[config.mk]
export PLATFORM = sky130hd
export DESIGN_NAME = fis_core
export DESIGN_NICKNAME = d
export VERILOG_FILES = /design/src/pkg/fis_pkg.sv /design/src/logic/fis_core.sv
export SDC_FILE = /design/constraint.sdc
export NUM_CORES = 2
export LEC_CHECK = 0
export BUFFER_PORTS_ARGS = -buffer_cell sky130_fd_sc_hd__clkbuf_2
export CAP_MARGIN = 40
export CORE_AREA = 8 8 412 414
export CTS_CLUSTER_DIAMETER = 200
export DETAILED_ROUTE_END_ITERATION = 7
export DIE_AREA = 0 0 420 422
export HOLD_SLACK_MARGIN = 0.06
export SETUP_SLACK_MARGIN = 0.4
export SYNTH_ARGS = -nofsm -noshare
export SYNTH_HDL_FRONTEND = slang
export SYNTH_SLANG_ARGS = --single-unit
[constraint.sdc]
create_clock -name hclk -period 8.25 [get_ports hclk]
set_input_delay 2.475 -clock hclk [delete_from_list [all_inputs] [get_ports hclk]]
set_output_delay 2.475 -clock hclk [all_outputs]
set_load 0.005 [all_outputs]
[src/pkg/fis_pkg.sv]
// Constants and types for the fragment input setup block
package fis_pkg;

   // Register byte offsets
   localparam logic [7:0]  ADDR_CTRL       = 8'h00;
   localparam logic [7:0]  ADDR_HEIGHT     = 8'h04;
   localparam logic [7:0]  ADDR_SAMPLES    = 8'h08;
   localparam logic [7:0]  ADDR_INVOC      = 8'h0c;
   localparam logic [7:0]  ADDR_STATUS     = 8'h10;

   // Control register fields
   localparam int          CTRL_CENTRE_INT = 0;
   localparam int          CTRL_ORIGIN_UL  = 1;
   localparam int          CTRL_WIND_REV   = 2;
   localparam int          CTRL_MS_EN      = 3;
   localparam int          CTRL_GEOM_ACT   = 4;
   localparam int          CTRL_W          = 5;

   // Reset values
   localparam logic [4:0]  CTRL_RST        = 5'h00;
   localparam logic [15:0] HEIGHT_RST      = 16'h0000;
   localparam logic [7:0]  SAMPLES_RST     = 8'h01;
   localparam logic [1:0]  INVOC_RST       = 2'h0;

   // Number formats: coordinates are Q16.16, colours float32
   localparam logic [31:0] HALF_Q16        = 32'h0000_8000;
   localparam logic [31:0] ONE_Q16         = 32'h0001_0000;
   localparam logic [31:0] ONE_F32         = 32'h3f80_0000;
   localparam logic [31:0] SAT_Q16         = 32'h7fff_ffff;
   localparam logic [7:0]  UNORM_MAX       = 8'hff;
   localparam logic [16:0] UNORM_RECIP     = 17'h1_0101;
   localparam logic [7:0]  F32_EXP_BASE    = 8'h67;

   // Reciprocal divider: 33 restoring steps on 2^32
   localparam logic [5:0]  DIV_LAST        = 6'h20;

   // Sub-pixel positions in sixteenths, centre at 8
   localparam logic [4:0]  POS_CENTRE      = 5'h08;
   localparam logic [7:0][4:0] POS_X_TAB   = {5'h0f, 5'h01, 5'h0b, 5'h03, 5'h05, 5'h0d, 5'h07, 5'h09};
   localparam logic [7:0][4:0] POS_Y_TAB   = {5'h01, 5'h0f, 5'h07, 5'h0d, 5'h03, 5'h09, 5'h0b, 5'h05};

   typedef enum logic [1:0] {
      FIS_PRIM_POINT = 2'b00,
      FIS_PRIM_LINE  = 2'b01,
      FIS_PRIM_POLY  = 2'b10,
      FIS_PRIM_RECT  = 2'b11
   } fis_prim_t;

   typedef enum logic [1:0] {
      FIS_IDLE = 2'b00,
      FIS_DIV  = 2'b01,
      FIS_OUT  = 2'b10
   } fis_state_t;

endpackage

[src/logic/fis_core.sv]
// Fragment input setup: derives per-fragment shader inputs, AHB-Lite registers
module fis_core
#(
   parameter int MAX_SAMPLES = 8,
   parameter int SAMPLE_W    = 3,
   parameter int MASK_WORDS  = 1
)
(
   input  wire logic                      hclk,
   input  wire logic                      hresetn,
   input  wire logic                      hsel,
   input  wire logic [31:0]               haddr,
   input  wire logic [1:0]                htrans,
   input  wire logic                      hwrite,
   input  wire logic [2:0]                hsize,
   input  wire logic [31:0]               hwdata,
   input  wire logic                      hready,
   output logic      [31:0]               hrdata,
   output logic                           hreadyout,
   output logic                           hresp,
   input  wire logic                      frag_valid,
   output logic                           frag_ready,
   input  wire logic [31:0]               win_x,
   input  wire logic [31:0]               win_y,
   input  wire logic [31:0]               win_z,
   input  wire logic [31:0]               clip_w,
   input  wire logic [255:0]              colour_in,
   input  wire logic                      colour_is_float,
   input  wire fis_pkg::fis_prim_t        prim_class,
   input  wire logic [31:0]               signed_area,
   input  wire logic [31:0]               gs_prim_id,
   input  wire logic [MAX_SAMPLES-1:0]    cov_mask,
   input  wire logic [MAX_SAMPLES-1:0]    discard_mask,
   input  wire logic [SAMPLE_W-1:0]       sample_index,
   input  wire logic                      per_sample_qual,
   input  wire logic                      reads_sample_id,
   input  wire logic                      reads_sample_pos,
   input  wire logic [1:0]                invocation_index,
   input  wire logic                      prim_begin,
   input  wire logic                      prim_end,
   input  wire logic                      prim_end_last,
   output logic                           out_valid,
   input  wire logic                      out_ready,
   output logic      [31:0]               fragment_coordinate_x,
   output logic      [31:0]               fragment_coordinate_y,
   output logic      [31:0]               fragment_coordinate_z,
   output logic      [31:0]               fragment_coordinate_w,
   output logic      [127:0]              primary_colour_input,
   output logic      [127:0]              secondary_colour_input,
   output logic                           front_facing_flag,
   output logic      [31:0]               primitive_identifier,
   output logic      [MASK_WORDS*32-1:0]  covered_sample_mask,
   output logic      [SAMPLE_W-1:0]       sample_number,
   output logic      [7:0]                sample_count,
   output logic      [4:0]                sample_subpixel_position_x,
   output logic      [4:0]                sample_subpixel_position_y,
   output logic                           per_sample_eval
);
   import fis_pkg::*;

   localparam int MW = MASK_WORDS * 32;

   typedef struct packed {
      logic [CTRL_W-1:0]   ctrl;
      logic [15:0]         height;
      logic [7:0]          samples;
      logic [1:0]          invoc;
      logic                wr_pend;
      logic [7:0]          wr_addr;
      logic [31:0]         hrdata;
      logic                hready;
      fis_state_t          st;
      logic                in_ready;
      logic [5:0]          div_cnt;
      logic [32:0]         div_rem;
      logic [32:0]         div_q;
      logic [31:0]         div_den;
      logic                w_neg;
      logic [31:0]         prim_cnt;
      logic                out_valid;
      logic [31:0]         frag_x;
      logic [31:0]         frag_y;
      logic [31:0]         frag_z;
      logic [31:0]         frag_w;
      logic [255:0]        colour;
      logic                front;
      logic [31:0]         prim_id;
      logic [MW-1:0]       mask;
      logic [SAMPLE_W-1:0] sample_num;
      logic [4:0]          pos_x;
      logic [4:0]          pos_y;
      logic                per_sample;
   } fis_regs_t;

   fis_regs_t q;
   fis_regs_t d;

   // Unorm8 to float32; end points forced so that 0 and 1 stay exact
   function automatic logic [31:0] fis_unorm_to_f32(input logic [7:0] c);
      logic [23:0] f;
      logic [4:0]  p;
      logic [23:0] sh;
      f  = 24'(c) * 24'(UNORM_RECIP); // Widen first: the full product needs 24 bits
      p  = 5'h00;
      for (int i = 0; i < 24; i++)
      begin
         if (f[i])
            p = 5'(i);
      end
      sh = f << (5'h17 - p);
      if (c == 8'h00)
         return 32'h0000_0000;
      if (c == UNORM_MAX)
         return ONE_F32;
      return {1'b0, 8'(F32_EXP_BASE + 8'(p)), sh[22:0]};
   endfunction

   logic [255:0]         colour_cvt;
   logic [MAX_SAMPLES-1:0] owned;
   logic [MAX_SAMPLES-1:0] kept_cov;
   logic [1:0]           inv_msk;
   logic                 ms_active;
   logic                 per_sample;
   logic [MW-1:0]        mask_next;
   logic [31:0]          x_next;
   logic [31:0]          y_pre;
   logic [31:0]          y_next;
   logic                 ff_next;
   logic [32:0]          rem_sh;
   logic                 div_ge;
   logic [32:0]          rem_nx;
   logic [32:0]          q_nx;
   logic [31:0]          w_mag;
   logic [31:0]          w_res;
   logic                 take;

   // Colour conversion per component; float inputs bypass it
   for (genvar i = 0; i < 8; i++)
   begin : g_col
      assign colour_cvt[i*32 +: 32] = colour_is_float ? colour_in[i*32 +: 32] :
                                      fis_unorm_to_f32(colour_in[i*32 +: 8]);
   end

   // Sample ownership: one invocation per sample, or just the current sample
   for (genvar i = 0; i < MAX_SAMPLES; i++)
   begin : g_own
      assign owned[i] = per_sample ? (sample_index == SAMPLE_W'(i)) :
                        ((2'(i) & inv_msk) == (invocation_index & inv_msk));
   end

   // Multisampling only counts when the target has more than one sample
   assign ms_active  = (q.samples > SAMPLES_RST) && q.ctrl[CTRL_MS_EN];
   assign per_sample = per_sample_qual | reads_sample_id | reads_sample_pos;
   assign inv_msk    = 2'((3'h1 << q.invoc) - 3'h1);
   assign kept_cov   = cov_mask & ~discard_mask;
   assign mask_next  = ms_active ? MW'(kept_cov & owned) : MW'(kept_cov[0]);

   // Coordinate conventions; control reset value selects half-integer, lower-left
   assign x_next = q.ctrl[CTRL_CENTRE_INT] ? win_x - HALF_Q16 : win_x;
   assign y_pre  = q.ctrl[CTRL_ORIGIN_UL] ? {q.height, 16'h0000} - win_y : win_y;
   assign y_next = q.ctrl[CTRL_CENTRE_INT] ? y_pre - HALF_Q16 : y_pre;

   // Facing: reversal flips which sign counts as front
   assign ff_next = (prim_class != FIS_PRIM_POLY) ? 1'b1 :
                    q.ctrl[CTRL_WIND_REV] ? signed_area[31] :
                    ($signed(signed_area) > 32'sh0);

   // One restoring step of 2^32 / |w|; slow but small, no multiplier needed
   assign rem_sh = {q.div_rem[31:0], q.div_cnt == DIV_LAST};
   assign div_ge = rem_sh >= {1'b0, q.div_den};
   assign rem_nx = div_ge ? rem_sh - {1'b0, q.div_den} : rem_sh;
   assign q_nx   = {q.div_q[31:0], div_ge};
   assign w_mag  = (q_nx[32] || q_nx[31]) ? SAT_Q16 : q_nx[31:0];
   assign w_res  = q.w_neg ? 32'(-w_mag) : w_mag;

   assign take = (q.st == FIS_IDLE) && q.in_ready && frag_valid;

   // Next-state logic for bus, counter and fragment pipeline
   always_comb
   begin
      d         = q;
      d.hrdata  = 32'h0000_0000;
      d.wr_pend = 1'b0;
      d.hready  = 1'b1;
      // Address phase: reads answered from flops in the data phase
      if (hsel && hready && htrans[1])
      begin
         d.wr_pend = hwrite;
         d.wr_addr = haddr[7:0];
         if (!hwrite)
         begin
            case (haddr[7:0])
               ADDR_CTRL:    d.hrdata = 32'(q.ctrl);
               ADDR_HEIGHT:  d.hrdata = 32'(q.height);
               ADDR_SAMPLES: d.hrdata = 32'(q.samples);
               ADDR_INVOC:   d.hrdata = 32'(q.invoc);
               ADDR_STATUS:  d.hrdata = q.prim_cnt;
               default:      d.hrdata = 32'h0000_0000;
            endcase
         end
      end
      // Data phase of a write
      if (q.wr_pend)
      begin
         case (q.wr_addr)
            ADDR_CTRL:    d.ctrl    = hwdata[CTRL_W-1:0];
            ADDR_HEIGHT:  d.height  = hwdata[15:0];
            ADDR_SAMPLES: d.samples = hwdata[7:0];
            ADDR_INVOC:   d.invoc   = hwdata[1:0];
            default:      d.wr_pend = 1'b0;
         endcase
      end
      // Counter: begin wins; partial pieces and restarts leave it alone
      if (prim_begin)
         d.prim_cnt = 32'h0000_0000;
      else if (prim_end && prim_end_last && !q.ctrl[CTRL_GEOM_ACT])
         d.prim_cnt = q.prim_cnt + 32'h0000_0001;
      // Fragment pipeline
      unique case (q.st)
         FIS_IDLE:
         begin
            if (take)
            begin
               d.st         = FIS_DIV;
               d.in_ready   = 1'b0;
               d.div_cnt    = DIV_LAST;
               d.div_rem    = 33'h0_0000_0000;
               d.div_q      = 33'h0_0000_0000;
               d.div_den    = clip_w[31] ? 32'(-clip_w) : clip_w;
               d.w_neg      = clip_w[31];
               d.frag_x     = x_next;
               d.frag_y     = y_next;
               d.frag_z     = win_z;
               d.colour     = colour_cvt;
               d.front      = ff_next;
               d.prim_id    = q.ctrl[CTRL_GEOM_ACT] ? gs_prim_id : q.prim_cnt;
               d.mask       = mask_next;
               d.sample_num = ms_active ? sample_index : '0;
               d.pos_x      = ms_active ? POS_X_TAB[3'(sample_index)] : POS_CENTRE;
               d.pos_y      = ms_active ? POS_Y_TAB[3'(sample_index)] : POS_CENTRE;
               d.per_sample = per_sample;
            end
         end
         FIS_DIV:
         begin
            d.div_rem = rem_nx;
            d.div_q   = q_nx;
            if (q.div_cnt == 6'h00)
            begin
               d.st        = FIS_OUT;
               d.out_valid = 1'b1;
               d.frag_w    = w_res;
            end
            else
               d.div_cnt = q.div_cnt - 6'h01;
         end
         FIS_OUT:
         begin
            // Everything holds until the shader core takes it
            if (out_ready)
            begin
               d.out_valid = 1'b0;
               d.st        = FIS_IDLE;
               d.in_ready  = 1'b1;
            end
         end
         default:
            d.st = FIS_IDLE;
      endcase
   end

   // State register
   always_ff @(posedge hclk or negedge hresetn)
   begin
      if (!hresetn)
      begin
         q          <= '0;
         q.ctrl     <= CTRL_RST;
         q.height   <= HEIGHT_RST;
         q.samples  <= SAMPLES_RST;
         q.invoc    <= INVOC_RST;
         q.hready   <= 1'b1;
         q.st       <= FIS_IDLE;
         q.in_ready <= 1'b1;
         q.pos_x    <= POS_CENTRE;
         q.pos_y    <= POS_CENTRE;
      end
      else
         q <= d;
   end

   // Outputs straight from flops
   assign hrdata                     = q.hrdata;
   assign hreadyout                  = q.hready;
   assign hresp                      = q.wr_pend & 1'b0;
   assign frag_ready                 = q.in_ready;
   assign out_valid                  = q.out_valid;
   assign fragment_coordinate_x      = q.frag_x;
   assign fragment_coordinate_y      = q.frag_y;
   assign fragment_coordinate_z      = q.frag_z;
   assign fragment_coordinate_w      = q.frag_w;
   assign primary_colour_input       = q.colour[127:0];
   assign secondary_colour_input     = q.colour[255:128];
   assign front_facing_flag          = q.front;
   assign primitive_identifier       = q.prim_id;
   assign covered_sample_mask        = q.mask;
   assign sample_number              = q.sample_num;
   assign sample_count               = q.samples;
   assign sample_subpixel_position_x = q.pos_x;
   assign sample_subpixel_position_y = q.pos_y;
   assign per_sample_eval            = q.per_sample;
endmodule

## Word level (Yosys, flattened, before mapping)

Memory sizes are Yosys's and may differ from the RTL's.
Index checks and enable logic that the tools add are counted.

| word-level totals | value |
|---|---|
| bits in registers | 674 |
| memory bits (read-only) | 80 |
| bits of input ports | 554 |
| output and inout port bits | 507 |
| word-level logic and storage cells | 443 |
| memories kept | 2 |

Memory list:

| memory | words | width | rd ports | clocked after memory_dff | write ports | RTL line | text |
|---|---|---|---|---|---|---|---|
| (name not given) | 8 | 5 | 1 | 0 | 0 | fis_core.sv:240 | `d.pos_y = ms_active ? POS_Y_TAB[3'(sample_index)] : POS_CENTRE;` |
| (name not given) | 8 | 5 | 1 | 0 | 0 | fis_core.sv:239 | `d.pos_x = ms_active ? POS_X_TAB[3'(sample_index)] : POS_CENTRE;` |

| operators by class | value |
|---|---|
| add/subtract/negate cells | 25 |
| multipliers | 8 |
| $lt $le $gt $ge | 4 |
| equal/unequal tests | 33 |
| shifts and indexed selects | 9 |
| multiplexer cells | 289 |
| bitwise operators | 6 |
| reductions and logical operators | 39 |

Operators with widths:

| operator | count |
|---|---|
| $mux 32 | 50 |
| $mux 5 | 170 |
| $mul 8x17->24 const B | 8 |
| $shl 24x5->23 | 8 |
| $pmux 32 s5 | 1 |
| $pmux 72 s2 | 1 |
| $mux 108 | 1 |
| $logic_not 8->1 | 10 |
| $add 7x5->8 const A | 8 |
| $eq 8x8->1 const B | 8 |
| $neg 32->32 | 2 |
| $sub 32x16->32 const B | 2 |
| $mux 1 | 46 |
| $mux 41 | 1 |
| $sub 5x5->5 const A | 8 |
| $ge 33x32->1 | 1 |
| $mux 33 | 1 |
| $sub 33x32->33 | 1 |
| $add 32x1->32 const B | 1 |
| $eq 8x4->1 const B | 4 |
| $gt 32x1->1 const B | 1 |
| $sub 32x32->32 | 1 |
| $mux 3 | 6 |
| $and 8x8->8 | 2 |
| other kinds (35) | 71 |

## Depth between registers and ports, before layout

| logic depth | value |
|---|---|
| word-level depth | 29 |
| depth in mapped cells | 24 |
| depth with buffers taken out | 22 |

## Worst setup path before layout

Ideal clock, no wire load.

| timing | value |
|---|---|
| kind | input to register |
| start point | input win_y[17] |
| end point | register q, in the netlist fragment_coordinate_y[30] |
| library setup time | 0.129 ns |
| arrival time | 5.119 ns |
| required time | 8.121 ns |
| path slack | 3.003 ns |
| cell stages on the path | 13 |
| buffers on the path | 1 |
| cell sequence | inv_1 ha_1 clkbuf_1 a21o_1 a31oi_1 o21ai_0 or4_1 o32a_1 a21boi_1 o211ai_1 nor4b_1 xor2_1 o21ai_1 |

| on the way | value |
|---|---|
| longest elaborated chain between the ends | 4 |

RTL lines:

| what | RTL line | text |
|---|---|---|
| from (decl) | fis_core.sv:24 | `input wire logic [31:0] win_y,` |
| $sub 32x32->32 | fis_core.sv:160 | `assign y_pre = q.ctrl[CTRL_ORIGIN_UL] ? {q.height, 16'h0000} - win_y : win_y;` |
| $mux 32 (*) | fis_core.sv:160 |  |
| $sub 32x16->32 | fis_core.sv:161 | `assign y_next = q.ctrl[CTRL_CENTRE_INT] ? y_pre - HALF_Q16 : y_pre;` |
| $mux 32 (*) | fis_core.sv:161 |  |
| to (decl) | fis_core.sv:95 | `fis_regs_t q;` |

Mark *: on every way between the ends. The rest lies on a longest branch, timed or not.
A chain may end at the register's enable or synchronous reset.

## Worst setup path after layout

| timing | value |
|---|---|
| start point | register q[595] (netlist bit) |
| end point | register q, in the netlist fragment_coordinate_w[28] |

| on the way | value |
|---|---|
| longest elaborated chain between the ends | 5 |
| elaborated cells on any way between the ends | 7 |
| classes of those cells | add/sub: 1; order compare: 1; eq/ne: 1; mux: 2; reduce/logical: 2 |

RTL lines:

| what | RTL line | text |
|---|---|---|
| $eq 6x6->1 | fis_core.sv:169 | `assign rem_sh = {q.div_rem[31:0], q.div_cnt == DIV_LAST};` |
| $ge 33x32->1 | fis_core.sv:170 | `assign div_ge = rem_sh >= {1'b0, q.div_den};` |
| $mux 32 | fis_core.sv:173 | `assign w_mag = (q_nx[32] \|\| q_nx[31]) ? SAT_Q16 : q_nx[31:0];` |
| $neg 32->32 | fis_core.sv:174 | `assign w_res = q.w_neg ? 32'(-w_mag) : w_mag;` |
| $mux 32 | fis_core.sv:174 |  |

Several ways; a longest one is shown, not always the timed one.

==> results.md <==
- Least-Margin Pin Slew: 1077 ps
- Clock transition at path regs: 60 ps
- Crit Path Max Fanout: 17
- Worst EP arrival: 6030 ps
- CP Capture Type: register
- P&R area growth vs syn: 17.80%
- Synthesized area: between 30000 and 40000 um2
- Worst slew margin: 0.2817
- CTS buffer count: 81
- Fillcell total: around 18000
- Number of synthesized flops with an enable pin: 0
- Comb power frac: 0.100
- RSZ-0062 raised after global routing: no
- DR iter-0 viols: 2554
- Slew Viols, Final: 0
- Outcome: complete, no violations
- Clock Path Buffers: 3
- PD cells: ~180 nW/um2
- Flop pwr share: 0.402
- Cell internal pwr: ~6 mW
- Port bufs: slightly below 1000
- Switch share: 0.2609
- Async SR Flop Fraction: 1.000
- Clock sinks: approximately 650
- Via count: 34230
- Post-CTS Setup Bufs: 0
- Worst setup margin: about 2800 ps
- Worst vdd ir: between 150 and 200 uV
- Synth Warn #: 0
- Largest net degree at the start of global routing: between 150 and 200
- CP startpoint kind: register
- Critical path class: register to register
- Fin area: approximately 46000 um2
- Worst hold path class: register to register
- Die span in y: ~420 um
- Seq/Total Area, Yosys: 0.4187
- Yosys cell types: 92
- First-pass GRT wire length: 237000 um
- Seq cells post-synth: 647
- Antenna violations before repair: between 40 and 50
- Post-DRT Antenna Nets: 0
- Hold buffer count at CTS: 0
- Final hold vios: 0
- Setup TNS: 0 ps
- Post-Place Setup Slack: around 2200 ps
- Post-Syn Area per Cell: about 8.4 um2
- Ratio of cells with drive above 1 in the final layout: 0.2518
- Row count: ~150
- Vias in the first global route: around 34000
- NumNets Final: 5636
- Max-Cap Viols: 0
- Initial Util: 0.2366
- Setup-failing EPs final: 0
- LEAKAGE: between 20 and 25 nW
- Number of gates resized after CTS: 0
- CTS root buf: clkbuf_16
- Register Area: roughly 16000 um2
- Io pins: ~1100
- Fin crit period: between 5000 and 6000 ps
- Worst Skew: 25.56 ps
- Synth Flop Type: dfrtp_1
- Commonest non-fill, non-tap cell in the layout: clkbuf_2
- GRT overflow: 0
- Power Total: ~8 mW
- Most frequent cells in the layout: clkbuf_2 (986), nand2_1 (762), dfrtp_1 (641)
- Fmax: between 0.15 and 0.2 GHz
- Drt first pass iters: 8
- DRC: 0
- Total track usage: 0.1782
- GPL Wtd Cong: roughly 0.91
- Core area: roughly 160000 um2
- CTS tree: done
- Critical Path RT: about 8900 ps
- Worst-Skew Late Latency: 680 ps
- Routed wire length per instance: around 23 um
- DP Wirelength: between 100000 and 150000 um
- Share of power burned in the clock network: 0.499
- Total die area: roughly 180000 um2
- Synthesized instance count: 4580
- Multi-input logic area: 17440 um2
- Vias/cell: between 4 and 5
- Sw power: approximately 2.1 mW
- Htree depth: 3
- Placed Area: 42550 um2
- DRT Wirelength: 165600 um
- Die Wd: between 400 and 500 um
- Crit share post-route: 0.6583
-- metrics by stage --
stage,util,cells,hold slack (ps)
2_1_floorplan,-,4614,414.5
3_3_place_gp,0.2590,7092,430.6
3_5_place_dp,0.2602,7113,443.0
4_1_cts,0.2783,7260,451.2
5_1_grt,0.2787,7283,476.3
6_report,0.2787,7284,453.4
-- cell families after synthesis --
family | synth area share
xor+xnor | 0.03500
simple gates | 0.1848
mux | 0.03868
flops | 0.4187
compound gates | 0.1626
other cells | 0.0001941
fa+ha+maj | 0.02445
buf+inv | 0.1356
-- power by group through the flow --
stage | combinational (mW) | clock, mW | sequential, mW
floorplan | 0.413 | 0 | 3.26
global placement | 0.777 | 0 | 3.28
detailed placement | 0.797 | 0 | 3.28
CTS | 0.801 | 4.12 | 3.22
global route | 0.879 | 4.23 | 3.22
finish | 0.797 | 3.99 | 3.22
-- cell usage after synthesis (73+ instances only) --
| master | instances | share of area |
|---|---|---|
| xor2_1 | 79 | 0.018 |
| a31oi_1 | 73 | 0.012 |
| nor2_1 | 387 | 0.038 |
| ha_1 | 74 | 0.024 |
| clkbuf_1 | 229 | 0.022 |
| buf_4 | 503 | 0.098 |
| dfrtp_1 | 643 | 0.42 |
| nand3_1 | 93 | 0.012 |
| a21oi_1 | 256 | 0.033 |
| nand2_1 | 763 | 0.074 |
| mux2i_1 | 91 | 0.024 |
| nor3_1 | 81 | 0.010 |
| o21ai_0 | 433 | 0.056 |
| xnor2_1 | 73 | 0.017 |
| inv_1 | 147 | 0.014 |
-- routing by layer --
layer | global-route usage | wire (um)
met5 | 0 | 8
met3 | 0.04440 | 11900
met1 | 0.2150 | 65790
met2 | 0.3031 | 81480
met4 | 0.07070 | 6458
-- critical path, cell delays in order, from the launching register on --
cell and delay (ps):
dfrtp_1 400, inv_1 70, ha_1 160, nand2_1 100
nor2_1 150, nand2_1 80, ha_1 210, nor2b_1 130
o21a_1 140, o21ai_0 170, a31oi_1 400, o21ai_0 210
o211ai_1 490, a41o_1 790, nor2_1 200, ha_1 340
nand4_1 200, o21a_1 200, a21o_1 180, nand2b_1 240
a21oi_1 60, o32a_1 300, o21ai_0 130
-- registers in the layout, summed over array words and instances, names as in the netlist --
name	flops
covered_sample_mask	8
sample_number	3
hrdata	32
front_facing_flag	1
fragment_coordinate_x	32
fragment_coordinate_w	32
fragment_coordinate_y	32
sample_subpixel_position_y	3
sample_count	8
per_sample_eval	1
frag_ready	1
fragment_coordinate_z	32
sample_subpixel_position_x	4
secondary_colour_input	128
q	169
primary_colour_input	128
out_valid	1
primitive_identifier	32
-- worst paths after layout --
check	from	to	slack, ps	cells past startpoint
setup / recovery	q[595]	fragment_coordinate_w[28]	2820	22
hold / removal	sample_subpixel_position_y[3]	sample_subpixel_position_y[3]	450	2
setup reg to reg	q[595]	fragment_coordinate_w[28]	2820	22
hold reg to reg	sample_subpixel_position_y[3]	sample_subpixel_position_y[3]	450	2
max in group asynchronous	hresetn	fragment_coordinate_y[26]	4760	3
min in group asynchronous	hresetn	primary_colour_input[125]	1780	1
-- layout make-up --
type | count | area share
multi-input combinational | 3073 | 0.3826
inverter | 148 | 0.01219
tap | 2189 | 0.06010
clock inverter | 37 | 0.01496
timing repair buffer | 1056 | 0.1234
sequential | 647 | 0.3555
antenna | 24 | 0.001318
clock buffer | 110 | 0.04997
Power figures use the tool's default switching activity.
